### src/cmsl_pkg.sv
// shared constants, types and helpers for the mode and stamp lock block
// assumes one 100 MHz clock shared by both ends of the link
package cmsl_pkg;

   localparam int ID_W   = 11;
   localparam int DATA_W = 8;
   localparam int NUM_MB = 4;

   // register byte offsets on the apb side
   localparam logic [7:0] OFS_CTRL   = 8'h00;
   localparam logic [7:0] OFS_STAT   = 8'h04;
   localparam logic [7:0] OFS_MASK   = 8'h08;
   localparam logic [7:0] OFS_STATE  = 8'h0c;
   localparam logic [7:0] OFS_TXREQ  = 8'h10;
   localparam logic [7:0] OFS_MBCFG  = 8'h14;
   localparam logic [7:0] OFS_MBDATA = 8'h20;

   // module_control_reg fields
   localparam int CTRL_MODE_LSB = 0;
   localparam int CTRL_AL_BIT   = 3;
   localparam int CTRL_LOCK_BIT = 4;
   localparam logic [2:0] MODE_INIT   = 3'h0;
   localparam logic [2:0] MODE_NORMAL = 3'h1;
   localparam logic [2:0] MODE_ABT    = 3'h2;
   localparam logic [2:0] MODE_RXONLY = 3'h3;
   localparam logic [2:0] MODE_SSHOT  = 3'h4;
   localparam logic [2:0] RST_MODE    = MODE_INIT;

   // status / mask bits
   localparam int ST_VALID  = 0;
   localparam int ST_TXDONE = 1;
   localparam int ST_TXDROP = 2;
   localparam int ST_LOCKED = 3;
   localparam int ST_W      = 4;
   localparam logic [3:0] RST_STAT = 4'h0;
   localparam logic [3:0] RST_MASK = 4'h0;

   // transmit request, state and buffer fields
   localparam int TX_ID_LSB   = 0;
   localparam int TX_DATA_LSB = 11;
   localparam int TX_REM_BIT  = 19;
   localparam int TX_GO_BIT   = 31;
   localparam int STATE_STAMP = 0;
   localparam int STATE_LOCKD = 1;
   localparam int STATE_PEND  = 2;
   localparam int MB_RX_LSB   = 0;
   localparam int MB_RDY_LSB  = 4;
   localparam int MB_ID_LSB   = 8;
   localparam int MB_NEW_BIT  = 19;

   // timing
   localparam int CLK_PERIOD_NS   = 10;
   localparam int STAMP_PERIOD_NS = 160;
   localparam int STAMP_CYC       = STAMP_PERIOD_NS / CLK_PERIOD_NS;
   localparam int STAMP_W         = $clog2(STAMP_CYC);
   localparam logic [1:0] BUSY_CYC = 2'h3;

   // transmit error counter of the far node
   localparam logic [7:0] TEC_STEP    = 8'h08;
   localparam logic [7:0] TEC_PASSIVE = 8'h80;
   localparam logic [7:0] TEC_MAX     = 8'hff;

   typedef enum logic [2:0] {D_IDLE = 3'b001, D_SEND = 3'b010, D_WAIT = 3'b100} cmsl_dst_e;
   typedef enum logic [2:0] {N_IDLE = 3'b001, N_SEND = 3'b010, N_ACKW = 3'b100} cmsl_nst_e;

   // arbitration: lower id wins, a data frame beats a remote frame of equal id
   function automatic logic cmsl_wins(input logic [ID_W-1:0] a_id,
                                      input logic            a_rem,
                                      input logic [ID_W-1:0] b_id,
                                      input logic            b_rem);
      return (a_id < b_id) || ((a_id == b_id) && !(a_rem && !b_rem));
   endfunction

endpackage

### src/cmsl_link_if.sv
// frame level link between the controller and one far node
// assumes both ends run on the same clock; every signal is a flop output
`timescale 1ns/1ps
interface cmsl_link_if;
   import cmsl_pkg::*;
   logic              dev_tx_valid;
   logic [ID_W-1:0]   dev_tx_id;
   logic              dev_tx_remote;
   logic [DATA_W-1:0] dev_tx_data;
   logic              dev_ack;
   logic              node_tx_valid;
   logic [ID_W-1:0]   node_tx_id;
   logic              node_tx_remote;
   logic [DATA_W-1:0] node_tx_data;
   logic              node_ack;
   logic              node_err_active;
   logic              node_err_passive;

   modport dev (output dev_tx_valid, dev_tx_id, dev_tx_remote, dev_tx_data, dev_ack,
                input  node_tx_valid, node_tx_id, node_tx_remote, node_tx_data, node_ack,
                input  node_err_active, node_err_passive);
   modport node (input  dev_tx_valid, dev_tx_id, dev_tx_remote, dev_tx_data, dev_ack,
                 output node_tx_valid, node_tx_id, node_tx_remote, node_tx_data, node_ack,
                 output node_err_active, node_err_passive);
endinterface

### src/cmsl_dev.sv
// controller end: operating modes, receive buffers and stamp toggle lock
// assumes an apb master for software and the far node on cmsl_link_if
`timescale 1ns/1ps
module cmsl_dev
   import cmsl_pkg::*;
(
   input  wire logic        sys_clk_i,
   input  wire logic        rst_i,
   input  wire logic        psel_i,
   input  wire logic        penable_i,
   input  wire logic        pwrite_i,
   input  wire logic [7:0]  paddr_i,
   input  wire logic [31:0] pwdata_i,
   output logic [31:0]      prdata_o,
   output logic             pready_o,
   output logic             pslverr_o,
   output logic             irq_o,
   output logic             stamp_toggle_output_o,
   cmsl_link_if.dev         bus
);

   typedef struct packed {
      cmsl_dst_e                      st;
      logic [2:0]                     mode;
      logic                           al;
      logic                           lock;
      logic [ST_W-1:0]                stat;
      logic [ST_W-1:0]                mask;
      logic                           tx_pend;
      logic [ID_W-1:0]                tx_id;
      logic [DATA_W-1:0]              tx_data;
      logic                           tx_rem;
      logic [NUM_MB-1:0]              mb_rx;
      logic [NUM_MB-1:0]              mb_rdy;
      logic [NUM_MB-1:0]              mb_new;
      logic [NUM_MB-1:0][DATA_W-1:0]  mb_data;
      logic [NUM_MB-1:0][ID_W-1:0]    mb_id;
      logic                           locked;
      logic                           stamp;
      logic [STAMP_W-1:0]             tick;
      logic [1:0]                     busy;
      logic                           tx_valid;
      logic                           ack;
      logic [ID_W-1:0]                rx_id;
      logic [DATA_W-1:0]              rx_data;
      logic                           rx_rem;
      logic [1:0]                     rx_stg;
      logic [31:0]                    prdata;
      logic                           pready;
      logic                           pslverr;
      logic                           irq;
   } cmsl_dev_s;

   cmsl_dev_s       q;
   cmsl_dev_s       d;
   logic [ST_W-1:0] ev;
   logic            node_won;
   logic            can_tx;
   logic            wr_acc;
   logic            rd_acc;
   logic [1:0]      mb;
   logic [1:0]      ra;

   // buffer data words sit in one aligned block of four
   function automatic logic is_mbdata(input logic [7:0] a);
      return a[7:4] == OFS_MBDATA[7:4] && a[1:0] == 2'h0;
   endfunction

   ////////////////////////////////////////////////////////////////////////////
   // next state
   always_comb begin
      d = q;
      ev = '0;
      d.tx_valid = 1'b0;
      d.ack = 1'b0;
      d.pready = 1'b0;
      d.pslverr = 1'b0;
      can_tx = q.mode != MODE_INIT && q.mode != MODE_RXONLY;
      node_won = bus.node_tx_valid &&
                 !(q.st == D_SEND && cmsl_wins(q.tx_id, q.tx_rem, bus.node_tx_id,
                                               bus.node_tx_remote));
      wr_acc = psel_i && penable_i && q.pready && pwrite_i;
      rd_acc = psel_i && penable_i && q.pready && !pwrite_i;
      mb = q.rx_id[1:0];
      ra = paddr_i[3:2];

      // same busy window as the far node keeps both starts aligned
      if (bus.dev_tx_valid || bus.node_tx_valid) begin
         d.busy = BUSY_CYC;
      end else if (q.busy != 2'h0) begin
         d.busy = q.busy - 2'h1;
      end

      // apb setup cycle: answer is ready for the access cycle
      if (psel_i && !penable_i) begin
         d.pready = 1'b1;
         d.prdata = 32'h0;
         unique case (paddr_i)
            OFS_CTRL:  d.prdata = {27'h0, q.lock, q.al, q.mode};
            OFS_STAT:  d.prdata = {28'h0, q.stat};
            OFS_MASK:  d.prdata = {28'h0, q.mask};
            OFS_STATE: d.prdata = {29'h0, q.tx_pend, q.locked, q.stamp};
            OFS_TXREQ: d.prdata = {q.tx_pend, 11'h0, q.tx_rem, q.tx_data, q.tx_id};
            OFS_MBCFG: d.prdata = {24'h0, q.mb_rdy, q.mb_rx};
            default: begin
               if (is_mbdata(paddr_i)) begin
                  d.prdata = {12'h0, q.mb_new[ra], q.mb_id[ra], q.mb_data[ra]};
               end else begin
                  d.pslverr = 1'b1; // unmapped reads zero with an error
               end
            end
         endcase
      end

      // apb access effects; hardware sets below win over these clears
      if (wr_acc) begin
         unique case (paddr_i)
            OFS_CTRL: begin
               d.mode = pwdata_i[CTRL_MODE_LSB +: 3];
               d.al = pwdata_i[CTRL_AL_BIT];
               d.lock = pwdata_i[CTRL_LOCK_BIT];
            end
            OFS_STAT: d.stat = q.stat & ~pwdata_i[ST_W-1:0];
            OFS_MASK: d.mask = pwdata_i[ST_W-1:0];
            OFS_TXREQ: begin
               if (pwdata_i[TX_GO_BIT] && !q.tx_pend) begin
                  d.tx_pend = 1'b1;
                  d.tx_id = pwdata_i[TX_ID_LSB +: ID_W];
                  d.tx_data = pwdata_i[TX_DATA_LSB +: DATA_W];
                  d.tx_rem = pwdata_i[TX_REM_BIT];
               end
            end
            OFS_MBCFG: begin
               // direction only changes on a buffer that is not ready
               for (int m = 0; m < NUM_MB; m++) begin
                  if (!q.mb_rdy[m]) d.mb_rx[m] = pwdata_i[MB_RX_LSB + m];
               end
               d.mb_rdy = pwdata_i[MB_RDY_LSB +: NUM_MB];
            end
            default: d.mask = q.mask;
         endcase
      end
      if (rd_acc && is_mbdata(paddr_i)) begin
         d.mb_new[ra] = 1'b0; // reading a buffer consumes its new flag
      end

      // own transmission
      unique case (q.st)
         D_IDLE: begin
            if (q.tx_pend && can_tx && q.busy == 2'h0 && !bus.node_tx_valid) begin
               d.tx_valid = 1'b1;
               d.st = D_SEND;
            end
         end
         D_SEND: begin
            if (node_won) begin
               d.st = D_IDLE;
               // other modes, and single-shot with al clear, keep the request and retry
               if (q.mode == MODE_SSHOT && q.al) begin
                  d.tx_pend = 1'b0;
                  ev[ST_TXDROP] = 1'b1;
               end
            end else begin
               d.st = D_WAIT;
            end
         end
         D_WAIT: begin
            d.st = D_IDLE;
            if (bus.node_ack) begin
               d.tx_pend = 1'b0;
               ev[ST_TXDONE] = 1'b1;
            end else if (q.mode == MODE_SSHOT) begin
               d.tx_pend = 1'b0;
               ev[ST_TXDROP] = 1'b1;
            end
         end
      endcase

      // reception: capture, ack a cycle later, commit unless an active error is flagged
      d.rx_stg = {q.rx_stg[0], 1'b0};
      if (q.mode != MODE_INIT && node_won) begin
         d.rx_stg[0] = 1'b1;
         d.rx_id = bus.node_tx_id;
         d.rx_data = bus.node_tx_data;
         d.rx_rem = bus.node_tx_remote;
         d.ack = q.mode != MODE_RXONLY;
      end
      // an active flag destroys the frame; a passive one leaves it valid
      if (q.rx_stg[1] && !bus.node_err_active) begin
         ev[ST_VALID] = 1'b1;
         if (!q.rx_rem && q.mb_rx[mb] && q.mb_rdy[mb] &&
             !(q.mode == MODE_ABT && mb == 2'h0)) begin
            d.mb_data[mb] = q.rx_data;
            d.mb_id[mb] = q.rx_id;
            d.mb_new[mb] = 1'b1;
            if (mb == 2'h0 && q.lock) begin
               d.locked = 1'b1;
               ev[ST_LOCKED] = 1'b1;
            end
         end
      end

      // stamp toggle; dropping the lock bit rearms it
      if (!q.lock) d.locked = 1'b0;
      if (q.tick == STAMP_W'(STAMP_CYC - 1)) begin
         d.tick = '0;
         if (!(q.lock && q.locked)) d.stamp = ~q.stamp;
      end else begin
         d.tick = q.tick + 1'b1;
      end

      d.stat = d.stat | ev;
      d.irq = |(d.stat & d.mask);
   end

   ////////////////////////////////////////////////////////////////////////////
   // state register
   always_ff @(posedge sys_clk_i) begin
      if (rst_i) begin
         q <= '0;
         q.st <= D_IDLE;
         q.mode <= RST_MODE;
         q.stat <= RST_STAT;
         q.mask <= RST_MASK;
      end else begin
         q <= d;
      end
   end

   ////////////////////////////////////////////////////////////////////////////
   // outputs, all from the state register
   assign prdata_o              = q.prdata;
   assign pready_o              = q.pready;
   assign pslverr_o             = q.pslverr;
   assign irq_o                 = q.irq;
   assign stamp_toggle_output_o = q.stamp;
   assign bus.dev_tx_valid      = q.tx_valid;
   assign bus.dev_tx_id         = q.tx_id;
   assign bus.dev_tx_remote     = q.tx_rem;
   assign bus.dev_tx_data       = q.tx_data;
   assign bus.dev_ack           = q.ack;

endmodule

### src/flat_wrapper.sv
// flat-port wrapper written by rule: the top's interface ports become plain ports
module cmsl_dev_flat import cmsl_pkg::*;
  (sys_clk_i, rst_i, psel_i, penable_i, pwrite_i, paddr_i, pwdata_i, prdata_o, pready_o, pslverr_o, irq_o, stamp_toggle_output_o, bus_dev_tx_valid, bus_dev_tx_id, bus_dev_tx_remote, bus_dev_tx_data, bus_dev_ack, bus_node_tx_valid, bus_node_tx_id, bus_node_tx_remote, bus_node_tx_data, bus_node_ack, bus_node_err_active, bus_node_err_passive);
  cmsl_link_if bus_i ();
  input  wire logic sys_clk_i;
  input  wire logic rst_i;
  input  wire logic psel_i;
  input  wire logic penable_i;
  input  wire logic pwrite_i;
  input  wire logic [7:0] paddr_i;
  input  wire logic [31:0] pwdata_i;
  output logic [31:0] prdata_o;
  output logic pready_o;
  output logic pslverr_o;
  output logic irq_o;
  output logic stamp_toggle_output_o;
  output wire logic [$bits(bus_i.dev_tx_valid)-1:0] bus_dev_tx_valid;
  output wire logic [$bits(bus_i.dev_tx_id)-1:0] bus_dev_tx_id;
  output wire logic [$bits(bus_i.dev_tx_remote)-1:0] bus_dev_tx_remote;
  output wire logic [$bits(bus_i.dev_tx_data)-1:0] bus_dev_tx_data;
  output wire logic [$bits(bus_i.dev_ack)-1:0] bus_dev_ack;
  input wire logic [$bits(bus_i.node_tx_valid)-1:0] bus_node_tx_valid;
  input wire logic [$bits(bus_i.node_tx_id)-1:0] bus_node_tx_id;
  input wire logic [$bits(bus_i.node_tx_remote)-1:0] bus_node_tx_remote;
  input wire logic [$bits(bus_i.node_tx_data)-1:0] bus_node_tx_data;
  input wire logic [$bits(bus_i.node_ack)-1:0] bus_node_ack;
  input wire logic [$bits(bus_i.node_err_active)-1:0] bus_node_err_active;
  input wire logic [$bits(bus_i.node_err_passive)-1:0] bus_node_err_passive;
  assign bus_dev_tx_valid = bus_i.dev_tx_valid;
  assign bus_dev_tx_id = bus_i.dev_tx_id;
  assign bus_dev_tx_remote = bus_i.dev_tx_remote;
  assign bus_dev_tx_data = bus_i.dev_tx_data;
  assign bus_dev_ack = bus_i.dev_ack;
  assign bus_i.node_tx_valid = bus_node_tx_valid;
  assign bus_i.node_tx_id = bus_node_tx_id;
  assign bus_i.node_tx_remote = bus_node_tx_remote;
  assign bus_i.node_tx_data = bus_node_tx_data;
  assign bus_i.node_ack = bus_node_ack;
  assign bus_i.node_err_active = bus_node_err_active;
  assign bus_i.node_err_passive = bus_node_err_passive;
  cmsl_dev u_core (.sys_clk_i(sys_clk_i), .rst_i(rst_i), .psel_i(psel_i), .penable_i(penable_i), .pwrite_i(pwrite_i), .paddr_i(paddr_i), .pwdata_i(pwdata_i), .prdata_o(prdata_o), .pready_o(pready_o), .pslverr_o(pslverr_o), .irq_o(irq_o), .stamp_toggle_output_o(stamp_toggle_output_o), .bus(bus_i));
endmodule
### config.mk
export PLATFORM = sky130hd
export DESIGN_NAME = cmsl_dev_flat
export DESIGN_NICKNAME = d
export VERILOG_FILES = /design/src/cmsl_pkg.sv /design/src/cmsl_link_if.sv /design/src/cmsl_dev.sv /design/src/flat_wrapper.sv
export SDC_FILE = /design/constraint.sdc
export NUM_CORES = 1
export LEC_CHECK = 0
export ABC_AREA = 1
export BUFFER_PORTS_ARGS = -buffer_cell sky130_fd_sc_hd__buf_2
export CAP_MARGIN = 20
export CORE_MARGIN = 4
export CORE_UTILIZATION = 40
export CTS_CLUSTER_SIZE = 20
export DETAILED_ROUTE_END_ITERATION = 10
export PLACE_DENSITY = 0.62
export SYNTH_ARGS = -nofsm -noshare
export SYNTH_HDL_FRONTEND = slang
export SYNTH_SLANG_ARGS = --single-unit
### constraint.sdc
create_clock -name sys_clk_i -period 2.5 [get_ports sys_clk_i]
set_input_delay 0.25 -clock sys_clk_i [delete_from_list [all_inputs] [get_ports sys_clk_i]]
set_output_delay 0.25 -clock sys_clk_i [all_outputs]
set_load 0.1 [all_outputs]
# Yosys cells after proc, flatten, opt, wreduce, memory -nomap -nowiden
# Index checks and enable logic that the tools add are counted.
[classes]
order_cmp = 5
reduce_logical = 63
eq_ne = 15
add_sub_neg = 2
n_mux = 62
bitwise_logic = 17
[ops]
columns = ["cell", "n"]
rows = [
  ["32-bit case mux with 6 select lines", 1],
  ["81-bit two-way mux", 2],
  ["44-bit bitwise mux", 1],
  ["21-bit two-way mux", 2],
  ["37-bit two-way mux", 1],
  ["32-bit bitwise mux", 1],
  ["1-bit two-way mux", 28],
  ["1-bit logical AND", 27],
  ["8-bit two-way mux", 3],
  ["11-bit binary-select mux with 2-bit select", 1],
  ["11-bit demux with 2-bit select", 1],
  ["11-bit two-way mux", 2],
  ["20-bit two-way mux", 1],
  ["3-bit AND reduction", 6],
  ["8-bit binary-select mux with 2-bit select", 1],
  ["8-bit demux with 2-bit select", 1],
  ["8-bit by 4-bit equality test with 1-bit output (second input constant)", 2],
  ["8-bit by 5-bit equality test with 1-bit output (second input constant)", 2],
  ["4-bit bitwise AND", 3],
  ["4-bit two-way mux", 3],
  ["11-bit equality test", 1],
  ["11-bit < comparator", 1],
  ["1-bit zero test", 10],
  ["1-bit NOT", 10],
  ["30 further kinds", 53],
]
[totals]
in_bits = 69
out_inout_bits = 58
word_cells = 202
reg_bits = 192

# Depth between registers and ports, before layout
[depth]
word_depth = 13
ltp_mapped = 15
depth_no_buf = 14

# Least setup slack after synthesis
# OpenSTA, ideal clock, no wires.
[synth_timing]
kind = "register -> register"
start = "reg u_core.q, in the netlist u_core.pready_o"
end = "reg u_core.q[151] (netlist name)"
setup_slack_ns = 0.165
arrival_time_ns = 2.203
stages_incl_launch_ff = 9
period_less_slack_ns = 2.335
t_required_ns = 2.368
n_path_buf = 1
setup_ns = 0.132
cell_sequence = "dfxtp_1 nand3_1 nor2_1 inv_1 nor2_2 inv_1 buf_2 nor3_1 nor3_1"
[synth_between]
elab_chain_len = 3
[synth_rtl]
columns = ["element", "line_no", "rtl"]
rows = [
  ["start, declared", "cmsl_dev.sv:54", "cmsl_dev_s q;"],
  ["1-bit logical AND (2 in series)", "cmsl_dev.sv:82", "wr_acc = psel_i && penable_i && q.pready && pwrite_i;"],
  ["3-bit AND reduction (no line)", "--", ""],
]
# Every way passes these cells.
# A chain may end at the register's enable or synchronous reset.

==> impl_summary.txt <==
----------------------------------------------------
[Outcome]
  Status ... complete, no violations

[GRT]
  Pin count of the biggest net entering global routing ... 73
  Global-route wire length before repair ... 34300 µm
  Total congestion overflow after global routing ... 0
  Number of global-route vias before repair ... 6425
  Number of antenna violations at the first check in global routing ... 0
  Combined global-route utilization of all metal layers ... 0.194

[Die]
  Standard-cell rows ... 51
  Height of the die ... 151 µm
  Die width ... 151 µm
  Area of the die ... 22700 µm²
  Initial standard-cell utilization of the core ... 0.413
  Core ar. ... 19700 µm²
  Boundary Pins ... 127

[STA]
  Portion of the clock cycle consumed by the worst path in the final layout ... 0.809
  Max-slew headroom ... 0.564
  Actual transition at the worst max-transition pin ... between 0.6 and 0.7 ns
  Final-report setup violation count ... 0
  Endpoints failing hold ... 0
  Final count of pins violating max slew ... 0
  Clock Skews ... 0.0122 ns
  Final worst path period need ... 2.02 ns
  Setup repair after global routing missed its margin ... no
  Setup tns final ... 0 ns
  Max Freq ... between 400 and 500 MHz
  Final worst slack ... 0.479 ns
  Worst hold slack ... 0.0476 ns

[Hold path]
  Hold WC Path Type ... in2reg
  Hold_sp ... bus_node_tx_data[7]

[Placement]
  Pre-CTS setup slack ... 0.458 ns
  Dpl hpwl ... 15300 µm
  Final weighted congestion of routability-driven global placement ... 0.840
  Count of input and output buffers ... 103

[Logic synthesis]
  Combined area of all synthesized cells ... 8140 µm²
  Sequential-to-total area share from yosys stat ... 0.445
  Average cell area after synthesis ... approximately 7.6 µm²
  Dominant synthesized flop cell ... dfxtp_1
  EDFF count, synth ... 0
  Number of distinct library cells after synthesis ... between 40 and 50
  Async SR Flop Fraction ... 0
  Number of storage elements in the synthesis netlist ... 181
  Synthesized instance count ... between 1000 and 1500
  Yosys synthesis warning count ... 0

[Drt]
  1st-iter DRT viols ... 520
  Mean number of vias per cell ... 5.02
  Total routed wirelength ... roughly 22000 µm
  DRC violations left ... 0
  Count of vias placed by the detailed router ... 7002
  Number of detailed-routing iterations run before antenna repair ... 6
  Wire length per cell after detailed routing ... 15.7 µm
  DRT antenna net count ... 0

[Clocking]
  Number of clock buffers inserted by TritonCTS ... 17
  Clock Root Buffer ... clkbuf_16
  Clock tree from TritonCTS ... yes
  Number of post-CTS setup repair buffers ... 0
  Number of clock sinks ... 181
  Maximum root-to-sink buffer count ... 2
  Hold_buf cts ... 0
  Clock network latency to the later pin of the worst-skew pair ... 0.43 ns
  Max H-tree Level ... 4
  Clock transition time at the flip-flop clock pins of the worst setup and hold paths ... approximately 0.07 ns
  Resized Gates After CTS ... 0

[Setup path]
  Source of the worst register-to-register timing path ... u_core.mb[0]
  Largest fanout on the critical path ... 35
  Launching element of the worst setup path ... u_core.mb[0]
  Setup crit end kind ... flip-flop
  Launching element type of the critical path ... flip-flop
  Critical path type ... reg2reg
  Arrival time of the worst setup path ... 2.38 ns
  Required arrival time at the worst endpoint ... 2.85 ns

[Power]
  Total leakage power ... 4.04 nW
  Largest vdd supply drop ... 502 µV
  Power density over cell area ... ~670 nW/µm²

[Flow run]
  # Max-Cap Violations ... 0

[Finish]
  Share of layout cells above drive strength 1 ... 0.156
  Fin nets ... 1202
  Fillers ... 1973
  Diodes inserted ... 0
  Growth of design area from synthesis to finish ... 12.0%

----------------------------------------------------
path summary, 6_finish.rpt:
kind                                endpoint  slack (ns)  depth (start not counted)
worst max-delay path               flip-flop        0.48                          8
worst min-delay path            u_core.q[45]        0.05                          3
worst max register to register     flip-flop        0.48                          8
worst min register to register  u_core.q[36]        0.41                          2
critical path, stage by stage (launching register included):
cell and delay, ns:
dfxtp_1 0.48, nor2_2 0.12, inv_2 0.13, o21ai_1 0.12
nor2_4 0.15, nand2_4 0.15, nor2_8 0.45, o21ai_0 0.17
a21oi_1 0.15
synth_stat cells (2+ instances only):
cell type	number	area, µm²
a22oi_1	20	150
nand3_1	30	150
o21ai_0	65	325
nand4_1	9	56.3
ha_1	13	163
inv_1	111	417
a21oi_1	136	681
inv_2	9	33.8
buf_1	5	18.8
o31ai_1	2	15.0
clkinv_1	3	11.3
nand2_1	161	604
nor2_1	100	375
buf_6	7	78.8
buf_4	53	398
clkbuf_1	27	101
o21ai_1	50	250
nand2_2	3	18.8
a21oi_2	3	26.3
o211ai_1	5	37.5
o22ai_1	6	37.5
dfxtp_1	181	3620
nor2_2	4	25.0
xnor2_1	2	17.5
nor2_4	2	22.5
nor2_8	4	80.1
a31oi_1	4	25.0
a211oi_1	20	150
nor3_1	20	100
buf_2	9	45.0
layout by cell type (no fill, tap or decap), types with 3 or more instances in the layout:
cell	netlist	routed
dfxtp_1	181	181
nand2_1	161	161
a21oi_1	136	136
inv_1	111	110
buf_2	9	103
nor2_1	100	99
o21ai_0	65	65
o21ai_1	50	50
nand3_1	30	29
a22oi_1	20	20
nor3_1	20	20
a211oi_1	20	20
clkbuf_16	0	17
ha_1	13	13
buf_4	53	12
conb_1	1	11
inv_2	9	10
nand4_1	9	9
o22ai_1	6	6
nor2_2	4	5
o211ai_1	5	5
nor2_8	4	4
a31oi_1	4	4
clkinv_1	3	3
nand2_2	3	3
a21oi_2	3	3
bufinv_16	0	3
buf_12	0	3
per-stage QoR:
| stage | total power [mW] | utilization | area [µm²] | cells |
|---|---|---|---|---|
| floorplan | 3.37 | - | 8170 | 1085 |
| global placement | 3.48 | 0.432 | 8520 | 1366 |
| detailed placement | 3.48 | 0.432 | 8520 | 1366 |
| CTS | 6.18 | 0.462 | 9110 | 1395 |
| global route | 6.32 | 0.462 | 9110 | 1395 |
| finish | 6.13 | 0.462 | 9110 | 1395 |
metal layers:
layer,track usage,vias to the layer above,part of all wire
li1,-,3584,-
met1,0.278,3198,0.48
met2,0.297,202,0.44
met3,0.0370,18,0.064
met4,0.0585,0,0.014
met5,0,-,0
final cells by class:
class / count / area [µm²] / share of cell area
clock buffer: 21 / 460 / 0.0505
clock inverter: 8 / 128 / 0.0140
inverter: 123 / 462 / 0.0507
multi-input combinational: 679 / 3440 / 0.378
sequential: 181 / 3620 / 0.398
tap: 265 / 332 / 0.0364
timing repair buffer: 118 / 666 / 0.0731
kinds of logic after synthesis:
| logic type | share of synthesized area |
|---|---|
| other cells | 0.000461 |
| flops | 0.445 |
| simple gates | 0.182 |
| xor+xnor | 0.00323 |
| buf+inv | 0.137 |
| fa+ha+maj | 0.0200 |
| compound gates | 0.212 |
report_power, final:
part	leakage, nW	total, mW	internal [mW]	switching (mW)
logic	2.30	0.491	0.0993	0.391
clock network	0.281	2.72	1.61	1.11
registers	1.46	2.92	2.91	0.0149
total	4.04	6.13	4.62	1.51
Note: power is estimated with default switching activity, not from simulation.
